[config.mk]
export PLATFORM = sky130hd
export DESIGN_NAME = gpdm_gpio_ports
export DESIGN_NICKNAME = d
export VERILOG_FILES = /design/src/include/gpdm_pkg.sv /design/src/verilog/gpdm_pin_drive.sv /design/src/verilog/gpdm_sync.sv /design/src/verilog/gpdm_gpio_ports.sv
export SDC_FILE = /design/constraint.sdc
export NUM_CORES = 1
export LEC_CHECK = 0
export BUFFER_PORTS_ARGS = -buffer_cell sky130_fd_sc_hd__buf_2
export CAP_MARGIN = 20
export CORE_UTILIZATION = 41
export CTS_BUF_LIST = sky130_fd_sc_hd__clkbuf_8
export CTS_CLUSTER_SIZE = 10
export DETAILED_ROUTE_END_ITERATION = 6
export PLACE_DENSITY = 0.69
export SLEW_MARGIN = 20
export SYNTH_ARGS = -nofsm -noshare
export SYNTH_HDL_FRONTEND = slang
export SYNTH_HIERARCHICAL = 1
export SYNTH_SLANG_ARGS = --single-unit
[constraint.sdc]
create_clock -name clk -period 2.95 [get_ports clk]
set_input_delay 0.4425 -clock clk [delete_from_list [all_inputs] [get_ports clk]]
set_output_delay 0.4425 -clock clk [all_outputs]
set_load 0.1 [all_outputs]
[src/include/gpdm_pkg.sv]
// package for the two-port gpio block with drive modes
// assumes an 8-bit processor i/o space with byte-wide register access
package gpdm_pkg;
   localparam logic [7:0] OFS_PORT0_DATA    = 8'h00;
   localparam logic [7:0] OFS_PORT1_DATA    = 8'h01;
   localparam logic [7:0] OFS_AUX_INPUT     = 8'h02;
   localparam logic [7:0] OFS_PORT0_SEL_LO  = 8'h0A;
   localparam logic [7:0] OFS_PORT0_SEL_HI  = 8'h0B;
   localparam logic [7:0] OFS_PORT1_SEL_LO  = 8'h0C;
   localparam logic [7:0] OFS_PORT1_SEL_HI  = 8'h0D;
   localparam logic [7:0] RESET_BYTE        = 8'h00;
   localparam int         AUX_DPLUS_BIT     = 5;
   localparam int         AUX_DMINUS_BIT    = 4;
   localparam int         AUX_CRYSTAL_BIT   = 1;
   localparam int         AUX_REGULATOR_BIT = 0;
   localparam int         PORT_WIDTH        = 8;
   localparam int         PORT1_NARROW      = 2;

   // per-pin drive decode: one-hot transistor enables and strength
   typedef enum logic [2:0]
   {
      GPDM_HIZ     = 3'b000,
      GPDM_SINK2   = 3'b001,
      GPDM_SINK8   = 3'b010,
      GPDM_SINK50  = 3'b011,
      GPDM_DRIVEHI = 3'b100,
      GPDM_RESIST  = 3'b101
   } gpdm_drive_t;
endpackage : gpdm_pkg

[src/verilog/gpdm_pin_drive.sv]
// one pin's driver selection from its data bit and two drive-select bits
// assumes the pad turns the enables into transistor gates
`timescale 1ns/1ps
module gpdm_pin_drive
   import gpdm_pkg::*;
(
   input  wire logic dataBit,
   input  wire logic selLo,
   input  wire logic selHi,
   output logic      sinkOn,
   output logic      sourceOn,
   output logic      pullupOn,
   output logic [1:0] sinkStrength,
   output logic      ttlThreshold
);
   gpdm_drive_t mode;

   always_comb
   begin
      mode = GPDM_HIZ;
      if (selLo && dataBit)
         mode = GPDM_DRIVEHI;
      else if (selHi && !selLo && dataBit)
         mode = GPDM_RESIST;
      else if (selHi && !selLo && !dataBit)
         mode = GPDM_SINK2;
      else if (!selHi && selLo && !dataBit)
         mode = GPDM_SINK8;
      else if (selHi && selLo && !dataBit)
         mode = GPDM_SINK50;
   end

   always_comb
   begin
      sinkOn       = 1'b0;
      sourceOn     = 1'b0;
      pullupOn     = 1'b0;
      sinkStrength = 2'b00;
      case (mode)
         GPDM_SINK2:   begin sinkOn = 1'b1; sinkStrength = 2'b01; end
         GPDM_SINK8:   begin sinkOn = 1'b1; sinkStrength = 2'b10; end
         GPDM_SINK50:  begin sinkOn = 1'b1; sinkStrength = 2'b11; end
         GPDM_DRIVEHI: sourceOn = 1'b1;
         GPDM_RESIST:  pullupOn = 1'b1;
         default:      sinkStrength = 2'b00;
      endcase
   end

   // ttl only for hi-z with data high; hysteresis lives in the pad
   assign ttlThreshold = dataBit & ~selLo & ~selHi;
endmodule : gpdm_pin_drive

[src/verilog/gpdm_sync.sv]
// two-stage synchroniser bank for asynchronous pin levels
// assumes a single system clock
`timescale 1ns/1ps
module gpdm_sync
#(
   parameter int WIDTH = 8
)
(
   input  wire logic             clk,
   input  wire logic             rst_b,
   input  wire logic [WIDTH-1:0] asyncIn,
   output logic      [WIDTH-1:0] syncOut
);
   typedef struct packed
   {
      logic [WIDTH-1:0] stage1;
      logic [WIDTH-1:0] stage2;
   } gpdm_sync_t;

   gpdm_sync_t state;
   gpdm_sync_t next_state;

   initial
   begin
      if (WIDTH < 1)
         $error("sync width must be positive");
   end

   always_comb
   begin
      next_state.stage1 = asyncIn;
      next_state.stage2 = state.stage1;
   end

   always_ff @(posedge clk or negedge rst_b)
   begin
      if (!rst_b)
         state <= '0;
      else
         state <= next_state;
   end

   assign syncOut = state.stage2;
endmodule : gpdm_sync

[src/verilog/gpdm_gpio_ports.sv]
// gpio block: two bidirectional ports with drive modes plus auxiliary inputs
// assumes processor i/o strobes on clk, pins asynchronous to clk
//
// Contract
// - port data reads return synchronised pin levels, not stored data
// - port data writes store outgoing data feeding driver selection
// - each pin's drive depends only on its own data and select bits
// - first port has eight pins; second has two or eight by variant
// - reset clears data and select registers, all pins high impedance
// - both select bits zero turns off every driver of the pin
// - select hi set, lo clear, data zero gives weakest sink
// - select hi clear, lo set, data zero gives medium sink
// - both selects set, data zero gives strongest sink
// - select lo set with data one drives only the active pull-up
// - select hi set, lo clear, data one enables resistive pull-up only
// - ttl threshold only for data one with both selects zero
// - every port bit is individually selectable as interrupt source
// - auxiliary bits 5 and 4 show live d+ and d- levels
// - auxiliary bit 1 shows crystal input level in internal clock mode
// - auxiliary bit 0 shows regulator pin level in ps/2 mode
`timescale 1ns/1ps
module gpdm_gpio_ports
   import gpdm_pkg::*;
#(
   parameter int PORT1_PINS = PORT_WIDTH
)
(
   input  wire logic                  clk,
   input  wire logic                  rst_b,
   input  wire logic [7:0]            ioAddr,
   input  wire logic                  ioWrite,
   input  wire logic                  ioRead,
   input  wire logic [7:0]            ioWdata,
   output logic      [7:0]            ioRdata,
   input  wire logic [PORT_WIDTH-1:0] firstPortPinsIn,
   output logic      [PORT_WIDTH-1:0] firstPortPinsOut,
   output logic      [PORT_WIDTH-1:0] firstPortPinsOe,
   output logic      [PORT_WIDTH-1:0] firstPortPullup,
   output logic      [2*PORT_WIDTH-1:0] firstPortSinkStrength,
   output logic      [PORT_WIDTH-1:0] firstPortTtl,
   input  wire logic [PORT_WIDTH-1:0] secondPortPinsIn,
   output logic      [PORT_WIDTH-1:0] secondPortPinsOut,
   output logic      [PORT_WIDTH-1:0] secondPortPinsOe,
   output logic      [PORT_WIDTH-1:0] secondPortPullup,
   output logic      [2*PORT_WIDTH-1:0] secondPortSinkStrength,
   output logic      [PORT_WIDTH-1:0] secondPortTtl,
   input  wire logic [PORT_WIDTH-1:0] firstPortIrqEnable,
   input  wire logic [PORT_WIDTH-1:0] secondPortIrqEnable,
   output logic      [PORT_WIDTH-1:0] firstPortIrqSource,
   output logic      [PORT_WIDTH-1:0] secondPortIrqSource,
   input  wire logic                  dPlusIn,
   input  wire logic                  dMinusIn,
   input  wire logic                  crystal_in_pin,
   input  wire logic                  regulator_out_pin,
   input  wire logic                  internalClockMode,
   input  wire logic                  ps2Mode
);
   localparam int SYNC_W = 2 * PORT_WIDTH + 4;

   typedef struct packed
   {
      logic [PORT_WIDTH-1:0] port0Data;
      logic [PORT_WIDTH-1:0] port1Data;
      logic [PORT_WIDTH-1:0] port0SelLo;
      logic [PORT_WIDTH-1:0] port0SelHi;
      logic [PORT_WIDTH-1:0] port1SelLo;
      logic [PORT_WIDTH-1:0] port1SelHi;
      logic [7:0]            rdata;
   } gpdm_regs_t;

   gpdm_regs_t            state;
   gpdm_regs_t            next_state;
   logic [SYNC_W-1:0]     syncIn;
   logic [SYNC_W-1:0]     syncLvl;
   logic [PORT_WIDTH-1:0] pin0Live;
   logic [PORT_WIDTH-1:0] pin1Live;
   logic [PORT_WIDTH-1:0] port1Mask;
   logic [7:0]            auxByte;
   logic [PORT_WIDTH-1:0] sink0;
   logic [PORT_WIDTH-1:0] src0;
   logic [PORT_WIDTH-1:0] sink1;
   logic [PORT_WIDTH-1:0] src1;

   initial
   begin
      if (PORT1_PINS != PORT1_NARROW && PORT1_PINS != PORT_WIDTH)
         $error("second port must have two or eight pins");
   end

   // missing pins of the narrow variant are masked everywhere
   assign port1Mask = (PORT1_PINS == PORT_WIDTH) ? 8'hFF : 8'h03;

   assign syncIn = {crystal_in_pin, regulator_out_pin, dPlusIn, dMinusIn,
                    secondPortPinsIn, firstPortPinsIn};

   gpdm_sync #(.WIDTH(SYNC_W)) u_sync
   (
      .clk     (clk),
      .rst_b   (rst_b),
      .asyncIn (syncIn),
      .syncOut (syncLvl)
   );

   assign pin0Live = syncLvl[PORT_WIDTH-1:0];
   assign pin1Live = syncLvl[2*PORT_WIDTH-1:PORT_WIDTH] & port1Mask;

   always_comb
   begin
      auxByte = 8'h00;
      auxByte[AUX_DMINUS_BIT]    = syncLvl[2*PORT_WIDTH];
      auxByte[AUX_DPLUS_BIT]     = syncLvl[2*PORT_WIDTH+1];
      auxByte[AUX_REGULATOR_BIT] = syncLvl[2*PORT_WIDTH+2] & ps2Mode;
      auxByte[AUX_CRYSTAL_BIT]   = syncLvl[2*PORT_WIDTH+3] & internalClockMode;
   end

   always_comb
   begin
      next_state = state;
      if (ioWrite)
      begin
         case (ioAddr)
            OFS_PORT0_DATA:   next_state.port0Data  = ioWdata;
            OFS_PORT1_DATA:   next_state.port1Data  = ioWdata & port1Mask;
            OFS_PORT0_SEL_LO: next_state.port0SelLo = ioWdata;
            OFS_PORT0_SEL_HI: next_state.port0SelHi = ioWdata;
            OFS_PORT1_SEL_LO: next_state.port1SelLo = ioWdata & port1Mask;
            OFS_PORT1_SEL_HI: next_state.port1SelHi = ioWdata & port1Mask;
            default:          next_state.rdata      = state.rdata; // aux port is read-only
         endcase
      end
      if (ioRead)
      begin
         case (ioAddr)
            OFS_PORT0_DATA: next_state.rdata = pin0Live;
            OFS_PORT1_DATA: next_state.rdata = pin1Live;
            OFS_AUX_INPUT:  next_state.rdata = auxByte;
            // select registers are write-only and read back zero
            default:        next_state.rdata = 8'h00;
         endcase
      end
   end

   always_ff @(posedge clk or negedge rst_b)
   begin
      if (!rst_b)
         state <= '0;
      else
         state <= next_state;
   end

   assign ioRdata = state.rdata;

   genvar i;
   generate
      for (i = 0; i < PORT_WIDTH; i++)
      begin : g_pin
         gpdm_pin_drive u_p0
         (
            .dataBit      (state.port0Data[i]),
            .selLo        (state.port0SelLo[i]),
            .selHi        (state.port0SelHi[i]),
            .sinkOn       (sink0[i]),
            .sourceOn     (src0[i]),
            .pullupOn     (firstPortPullup[i]),
            .sinkStrength (firstPortSinkStrength[2*i+1:2*i]),
            .ttlThreshold (firstPortTtl[i])
         );
         gpdm_pin_drive u_p1
         (
            .dataBit      (state.port1Data[i]),
            .selLo        (state.port1SelLo[i]),
            .selHi        (state.port1SelHi[i]),
            .sinkOn       (sink1[i]),
            .sourceOn     (src1[i]),
            .pullupOn     (secondPortPullup[i]),
            .sinkStrength (secondPortSinkStrength[2*i+1:2*i]),
            .ttlThreshold (secondPortTtl[i])
         );
      end
   endgenerate

   // pin drives its data level when sinking or sourcing
   assign firstPortPinsOut  = src0;
   assign firstPortPinsOe   = sink0 | src0;
   assign secondPortPinsOut = src1;
   assign secondPortPinsOe  = sink1 | src1;

   // per-bit interrupt source gating; level stays with the pin
   assign firstPortIrqSource  = pin0Live & firstPortIrqEnable;
   assign secondPortIrqSource = pin1Live & secondPortIrqEnable & port1Mask;
endmodule : gpdm_gpio_ports

==> results.md, run 1 <==
- Post-route ant nets: 0
- Die area: 11,400 um2
- Placed Area: 5510 um2
- Commonest non-fill, non-tap cells in the layout: 176 x buf_2, 96 x dfrtp_1, 51 x mux2_2, 32 x and2b_2
- Reg2Reg Depth: 3
- Worst Setup End Kind: output pin
- Pre-antenna DRT Iters: 4
- Fillcell total: 907
- Final min period: 2.04 ns
- Post-synthesis sequential area ratio: 0.533
- H-tree levels: 3
- Pin count of the biggest net entering global routing: 52
- Post-Syn Area: 4500 um2
- Vias in the first global route: about 3,200
- Post-CTS setup buffer count: 0
- Hold Fails Final Rpt: 0
- Worst R2R Setup Slack: 2.00 ns
- Vias per cell: 4.86
- PortBufs: between 150 and 200
- Clock Power Share: 0.273
- Syn. warnings: 6
- Core area: 10,500 um2
- Commonest non-fill, non-tap cell in the layout: buf_2
- Net Count, Synth: 394
- Peak supply drop: 0.340 mV
- Ant diodes: 0
- Post-DP HPWL: between 7 and 8 mm
- Psw: ~0.0011 W
- Max Cap Viol: 0
- # IOs: 178
- GPL Wtd Cong: 0.756
- RR Startpoint: u_sync/syncOut[12]
- Die width: between 100 and 150 um
- Layout cells sized above 1: 0.671
- Setup repair after global routing missed its margin: false
- Avg Inst Size Synth: 13.4 um2
- Slew @ Worst Pin: 0.654 ns
- P_int: 0.00192 W
- Comb pwr share: 0.258
- CTS Buf Count: 9
- Status: finished clean
- Initial antenna violation count: 0
- Critical path peak fanout: 6
- Initial Utilization: 0.429
- CTS tree: yes
- Worst hold path type: input pin to async pin
- P_leak: 3.30 nW
- Clock root cell: clkbuf_8
- 1st-iter DRT viols: 142
- Die Y: ~110 um
- Final Instance Area: 5710 um2
- CP startpoint kind: register
- Row count: 37
- Crit path from: state[33]
- Endpoints failing setup: 0
- CTS Hold Buffers Added: 0
- Critical path required time: 2.51 ns
- Clock buffer depth: 2
- Nets: roughly 570
- Pwr/cell area: about 540 nW/um2
- DR vias: ~3,200
- Setup crit end: firstPortPinsOe[1]
- Post-CTS sizing: 0
- Total wire length: 9.58 mm
- Skew-Pair Late Insertion Delay: 0.36 ns
- Area Growth Syn to Fin: 26.8%
- Global route total overflow: 0
- Final total negative setup slack: 0 ns
- Seq cells post-synth: 96
- Sw Share: 0.371
- Crit share post-route: 0.691
- WL per Instance: 14.6 um
- Seq pwr share: 0.468
- Reg2reg end: ioRdata[4]
- Syn Inst Count: 336
- Final Skew: 0.0146 ns
- Slew headroom: 0.564
- First-pass GRT wire length: 15.4 mm
- Critical path class: register to output pin
- CP Data Arrival Time: approximately 1.6 ns
- GRT Resource Usage Total: 0.175
- Fmax: 0.490 GHz
- Clk slew on worst S/H paths: roughly 0.090 ns
- Pins Over Slew Limit: 0
- Clock sink total: 96
- Synth cell types: 31
- DRC: 0
area by class of cell:
| class | count | area (um2) | area share |
|---|---|---|---|
| clock buffers | 11 | 151 | 0.0265 |
| flip-flops and latches | 96 | 2400 | 0.421 |
| repair buffers | 179 | 916 | 0.160 |
| multi-input cells | 220 | 2000 | 0.349 |
| inverters | 8 | 30.0 | 0.00526 |
| clock inverters | 5 | 46.3 | 0.00811 |
| well taps | 136 | 170 | 0.0298 |
power groups by stage:
stage                     Clock [W]  Sequential (W)  Combinational (W)
final                      0.000836         0.00143           0.000790
after global routing       0.000922         0.00144           0.000823
after CTS                  0.000867         0.00143           0.000796
after detailed placement          0         0.00146           0.000795
after global placement            0         0.00145           0.000787
after floorplan                   0         0.00144           0.000648
layer usage:
metal  vias up  global-route usage  wire length (um)
met5         -                   0                 0
met4         0              0.0763               248
met3        21              0.0267               373
met2        94               0.300              4760
met1      1550               0.219              4200
li1       1518                   -                 -
sequential cells by signal, summed over array words and instances, names as in the netlist:
register,flops
u_sync/syncOut,20
u_sync/next_state,20
state,48
ioRdata,8
synth_stat cells:
master | instances | share of area
a2bb2oi_1 | 2 | 0.0039
and2_1 | 16 | 0.022
and2_2 | 16 | 0.027
and2b_2 | 32 | 0.062
and3b_1 | 16 | 0.031
buf_1 | 1 | 0.00083
buf_2 | 1 | 0.0011
buf_4 | 8 | 0.013
clkbuf_1 | 2 | 0.0017
dfrtp_1 | 96 | 0.53
inv_1 | 8 | 0.0067
mux2_1 | 1 | 0.0025
mux2_2 | 51 | 0.13
mux2i_1 | 4 | 0.0089
nand2_1 | 7 | 0.0058
nand2b_1 | 3 | 0.0042
nand3_1 | 2 | 0.0022
nand3b_1 | 1 | 0.0017
nand4_2 | 1 | 0.0028
nand4b_2 | 1 | 0.0033
nor2_1 | 1 | 0.00083
nor2b_1 | 1 | 0.0014
nor3_1 | 1 | 0.0011
nor3_4 | 4 | 0.014
nor3b_2 | 16 | 0.044
nor4_1 | 1 | 0.0014
o21ba_2 | 16 | 0.036
o22a_1 | 2 | 0.0039
o22ai_1 | 8 | 0.011
or2_2 | 16 | 0.022
or4_1 | 1 | 0.0017
how the worst min path moves through the flow:
stage | slack, ns | from | to
finish | 0.10 | rst_b | u_sync/next_state[5]
global route | 0.14 | rst_b | ioRdata[1]
CTS | 0.12 | rst_b | u_sync/next_state[2]
detailed placement | 0.33 | u_sync/next_state[19] | u_sync/syncOut[19]
global placement | 0.33 | u_sync/next_state[0] | u_sync/syncOut[0]
floorplan | 0.15 | rst_b | ioRdata[0]
worst max-delay path: stages (launching register included):
cell and delay [ns]:
dfrtp_1 0.45, and2_2 0.20, or2_2 0.29, buf_2 0.29
stage by stage:
stage          total power, W   util  worst slack (ns)  hold slack [ns]  std cells
2_1_floorplan         0.00209      -             0.877            0.147        336
3_3_place_gp          0.00224  0.525             0.677            0.332        639
3_5_place_dp          0.00225  0.525             0.632            0.335        639
4_1_cts               0.00310  0.544             0.888            0.116        655
5_1_grt               0.00319  0.544             0.840            0.143        655
6_report              0.00306  0.544             0.911            0.105        655
kinds of logic (layout without fill, tap and decap cells):
group	Yosys count	in the layout	synth area share
AO/OA/AOI/OAI	28	28	0.0544
multiplexers	56	56	0.139
AND/OR/NAND/NOR	136	136	0.250
flip-flops	96	96	0.533
buffers and inverters	20	203	0.0236
Power figures use the tool's default switching activity.
==> run 2: changes to the inputs <==
==> constraint.sdc (replaced) <==
create_clock -name clk -period 1.99 [get_ports clk]
set_input_delay 0.2985 -clock clk [delete_from_list [all_inputs] [get_ports clk]]
set_output_delay 0.2985 -clock clk [all_outputs]
set_load 0.1 [all_outputs]
==> run 2 against run 1 <==
Worst setup slack worse by 0.82 ns. Final cell count up 1.4%. Routed wire length increased by 0.18%. Combinational power up 49%. Register-to-register slack lost 0.97 ns. Count of clock-buffer cells in the layout down 2. Utilization is 0.90 points higher. Sequential power increased by 48%. Sequential share of layout area down 0.69 points.
==> results.md, run 2 (synthesis gave the netlist of run 1 again) <==
- Status: finished clean
- Max FFs per register: 48
- Post-Layout Cell Count: 664
- Total power: 0.00442 W
- Post-route ant nets: 0
- Core area: between 10,000 and 15,000 um2
- Commonest non-fill, non-tap cells in the layout: 176 x buf_2, 96 x dfrtp_1, 51 x mux2_2, 32 x and2b_2
- Global route total overflow: 0
- Clock sink total: 96
- Vias per cell: 4.77
- Setup repair after global routing missed its margin: false
- Crit share post-route: 0.957
- Critical path class: register to output pin
- Commonest non-fill, non-tap cell in the layout: buf_2
- Die area: 11,400 um2
- Pre-antenna DRT Iters: 4
- # IOs: 178
- Endpoints failing setup: 0
- Slowest stage delay, CP: 0.44 ns
- Dpl cells: 647
- GRT Resource Usage Total: 0.176
- Area Growth Syn to Fin: 28.9%
- CP Data Arrival Time: 1.61 ns
- Row count: 37
- Peak supply drop: 0.386 mV
- Clk slew on worst S/H paths: 0.10 ns
- Clock buffer depth: 2
- Fmax: 0.525 GHz
- Area of the multi-input gates: 2000 um2
- DRC: 0
- DR vias: 3,165
- Fillcell total: 894
- First-pass GRT wire length: 15.4 mm
- Slew @ Worst Pin: about 0.50 ns
- Final min period: 1.90 ns
- Nets: 581
- Pin count of the biggest net entering global routing: 47
- Skew-Pair Late Insertion Delay: between 0.3 and 0.4 ns
- WL per Instance: 14.5 um
- Clock root cell: clkbuf_8
- Critical path peak fanout: 7
- GPL Wtd Cong: ~0.76
- Hold Fails Final Rpt: 0
- CP startpoint kind: register
- 1st-iter DRT viols: ~140
- Pins Over Slew Limit: 0
- Slew headroom: 0.670
- Die width: approximately 110 um
- Final Instance Area: 5810 um2
- Post-CTS setup buffer count: 0
- CTS tree: yes
- PortBufs: 177
- Vias in the first global route: 3,117
- Final Skew: 0.00801 ns
- Die Y: 107 um
- Worst hold path type: input pin to register
- Utilization after layout: 0.553
- H-tree levels: 3
- Crit-path cells: and2_2, or2_2, buf_2
- Placed Area: about 5600 um2
- Biggest register: state
- Max Cap Viol: 0
- Initial antenna violation count: 0
- Worst Setup End Kind: output pin
- CP max-delay cell: dfrtp_1
- Final total negative setup slack: 0 ns
- Layout cells sized above 1: 0.670
- Pwr/cell area: 761 nW/um2
- P_leak: ~3.3 nW
- CTS Buf Count: 9
- Register area: 2400 um2
- Total wire length: 9.60 mm
- Ant diodes: 0
- Post-DP HPWL: 7.35 mm
- Critical path required time: 1.69 ns
- Initial Utilization: 0.429
==> run 2: cell type report <==
class / count / share of cell area
clock inverter: 7 / 0.00840
tap: 136 / 0.0293
sequential: 96 / 0.414
inverter: 8 / 0.00517
clock buffer: 9 / 0.0213
timing repair buffer: 188 / 0.178
multi-input combinational: 220 / 0.344
==> run 2: critical path, delay by kind of cell (launching register included) <==
family,cells,cell delay (ns)
buf+inv,1,0.29
flops,1,0.44
simple gates,2,0.51
==> run 2: routing by layer <==
| layer | share of wire | track usage | up-vias |
|---|---|---|---|
| met1 | 0.44 | 0.221 | 1540 |
| li1 | - | - | 1527 |
| met3 | 0.040 | 0.0292 | 12 |
| met5 | 0 | 0 | - |
| met2 | 0.50 | 0.300 | 86 |
| met4 | 0.017 | 0.0734 | 0 |
==> run 2: worst paths after layout <==
path | start | to | slack, ns | depth (start not counted)
min reg2reg | u_sync/next_state[13] | u_sync/syncOut[13] | 0.35 | 0
max | state[52] | firstPortPinsOe[4] | 0.09 | 3
max in group asynchronous | rst_b | state[51] | 0.95 | 3
min in group asynchronous | rst_b | u_sync/next_state[4] | 0.37 | 2
max reg2reg | u_sync/syncOut[12] | ioRdata[4] | 1.03 | 3
min | secondPortPinsIn[7] | u_sync/next_state[15] | 0.04 | 1
==> run 2: repair_timing <==
item | CTS | global route
endpoints found under the hold margin | 22 | 0
gates resized for setup | 0 | 0
hold buffers | 1 | 0
==> run 2: metrics by stage <==
step | setup slack (ns) | hold slack (ns)
6_report | 0.0864 | 0.0408
5_1_grt | 0.0159 | 0.0171
4_1_cts | 0.0650 | 0.0178
3_5_place_dp | 0.0230 | 0.215
3_3_place_gp | 0.0702 | 0.210
2_1_floorplan | 0.0611 | 0.00291
==> run 2: power breakdown <==
group / internal, W / total, W / switching, W
logic: 0.000270 / 0.00118 / 0.000906
clock network: 0.000454 / 0.00112 / 0.000665
registers: 0.00204 / 0.00212 / 0.0000846
total: 0.00276 / 0.00442 / 0.00166
==> run 3: changes to the inputs <==
--- a/config.mk
+++ b/config.mk
@@ -7,11 +7,13 @@
 export LEC_CHECK = 0
 export BUFFER_PORTS_ARGS = -buffer_cell sky130_fd_sc_hd__buf_2
 export CAP_MARGIN = 20
-export CORE_UTILIZATION = 41
+export CELL_PAD_IN_SITES_DETAIL_PLACEMENT = 1
+export CELL_PAD_IN_SITES_GLOBAL_PLACEMENT = 1
+export CORE_UTILIZATION = 39
 export CTS_BUF_LIST = sky130_fd_sc_hd__clkbuf_8
 export CTS_CLUSTER_SIZE = 10
 export DETAILED_ROUTE_END_ITERATION = 6
-export PLACE_DENSITY = 0.69
+export PLACE_DENSITY = 0.82
 export SLEW_MARGIN = 20
 export SYNTH_ARGS = -nofsm -noshare
 export SYNTH_HDL_FRONTEND = slang
==> run 3 against run 2 <==
Via count is 2.5% higher. Combinational power hardly changed. Register-to-register slack hardly changed. Critical path depth stayed put. Final cell count is 1.1% higher. Non-clock buffer count is 3 higher. Utilization is 2.6 points lower.
==> results.md, run 3 (synthesis gave the netlist of run 1 again) <==
- P_leak: around 3.3 nW
- Ant diodes: 0
- Wl on met1: 4.51 mm
- H-tree levels: 3
- CP startpoint kind: register
- Clock buffer depth: 2
- # IOs: 178
- Die width: 109 um
- Row count: 38
- CP Data Arrival Time: 1.61 ns
- Crit-path leading delay family: flip-flops
- Core area: approximately 11,000 um2
- Clock root cell: clkbuf_8
- Pin count of the biggest net entering global routing: between 40 and 50
- Post-route ant nets: 0
- Vias in the first global route: 3,292
- Max Cap Viol: 0
- DR vias: 3,243
- WHS Path Cells: 1
- Slowest stage delay, CP: 0.47 ns
- Area Growth Syn to Fin: 29.0%
- Worst Hold Launch: secondPortPinsIn[4]
- Critical path required time: 1.69 ns
- Nets: 584
- Post-CTS sizing: 0
- Worst hold path type: input pin to register
- Crit path buf inv count: 1
- Max Used Layer: met4
- Worst Setup End Kind: output pin
- Global route total overflow: 0
- Crit-path cells: o21ba_2, or2_2, buf_2
- Max FFs per register: 48
- Final Skew: 0.0114 ns
- Placed Area: 5610 um2
- Comb pwr share: 0.264
- Met2 wire len: 5.93 mm
- Final Instance Area: 5810 um2
- DRC: 0
- Slew headroom: 0.673
- Clock Power Share: 0.263
- Psw: 0.00171 W
- Commonest non-fill, non-tap cell in the layout: buf_2
- CTS Buf Count: 9
- Biggest register: state
- First-pass GRT wire length: 17.1 mm
- Hold Fails Final Rpt: 0
- Final setup margin: 0.0778 ns
- WL per Instance: approximately 16 um
- 1st-iter DRT viols: between 80 and 90
- Sw Share: 0.381
- Layout cells sized above 1: 0.676
- CTS Hold Buffers Added: 1
- Fmax: 0.523 GHz
- PortBufs: 177
- Worst R2R Setup Slack: 1.03 ns
- P_int: 0.00278 W
- Status: finished clean
- CTS tree: yes
- Post-CTS setup buffer count: 0
- Total wire length: 11.0 mm
- Clock sink total: 96
- Peak supply drop: 0.493 mV
- Die area: around 12,000 um2
- GRT Resource Usage Total: 0.187
- Initial Utilization: 0.408
- Setup repair after global routing missed its margin: false
- Critical path class: register to output pin
- Worst Hold Path EP: u_sync/next_state[12]
- Final min period: 1.91 ns
- CP max-delay cell: dfrtp_1
- GPL Wtd Cong: 0.730
- Clk slew on worst S/H paths: 0.10 ns
- Pins Over Slew Limit: 0
- Pre-antenna DRT Iters: 4
- Initial antenna violation count: 0
- Final total negative setup slack: 0 ns
- Seq pwr share: 0.473
- Die Y: 109 um
- Endpoints failing setup: 0
- Slew @ Worst Pin: 0.487 ns
- Critical path peak fanout: 5
- Worst slack, placed: 0.0301 ns
- Pwr/cell area: between 700 and 800 nW/um2
- RR Startpoint: u_sync/syncOut[13]
- Met3 WL: 414 um
- Post-DP HPWL: 8.52 mm
- Reg2reg end: ioRdata[5]
- Vias per cell: between 4 and 5
- Commonest non-fill, non-tap cells in the layout: 176 x buf_2, 96 x dfrtp_1, 51 x mux2_2, 32 x and2b_2
- Reg2Reg Depth: 3
- Skew-Pair Late Insertion Delay: approximately 0.35 ns
- Crit share post-route: 0.961
## run 3: cell count changes in the layout (fill, tap and decap cells not counted), sizes merged
cell and delta:
buf +3
## run 3: routing by layer
metal  vias up  track usage
met5         -            0
met4         0       0.0419
met3         8       0.0296
met2        88        0.346
met1      1614        0.226
li1       1533            -
## run 3: metrics by stage
stage	instances	power [W]	hold slack [ns]	util
after global placement	654	0.00333	0.291	0.509
after CTS	671	0.00455	0.0256	0.527
after global routing	671	0.00469	0.0118	0.527
after detailed placement	654	0.00336	0.301	0.509
final	671	0.00449	0.0399	0.527
after floorplan	336	0.00309	0.00291	-
## run 3: area by class of cell
type                       count  area, um2
fill                        1220       5220
sequential                    96       2400
clock inverter                 7       61.3
multi-input combinational    220       2000
clock buffer                   9        124
tap                          140        175
inverter                       8       30.0
timing repair buffer         191       1020
## run 3: how the worst max path moves through the flow
stage / from / endpoint / slack (ns) / cells past startpoint
global placement: ioAddr[5] / state[18] / 0.07 / 6
global route: state[25] / firstPortPinsOe[1] / 0.02 / 3
CTS: state[16] / secondPortPinsOe[0] / 0.06 / 3
floorplan: state[24] / firstPortTtl[0] / 0.06 / 1
detailed placement: ioAddr[5] / state[16] / 0.03 / 6
finish: state[25] / firstPortPinsOe[1] / 0.08 / 3
## run 3: power groups by stage
stage / clock, W / combinational [W] / sequential, W
after global placement: 0 / 0.00118 / 0.00216
after global routing: 0.00131 / 0.00124 / 0.00214
after floorplan: 0 / 0.000961 / 0.00213
after detailed placement: 0 / 0.00119 / 0.00217
final: 0.00118 / 0.00119 / 0.00213
after CTS: 0.00123 / 0.00120 / 0.00213
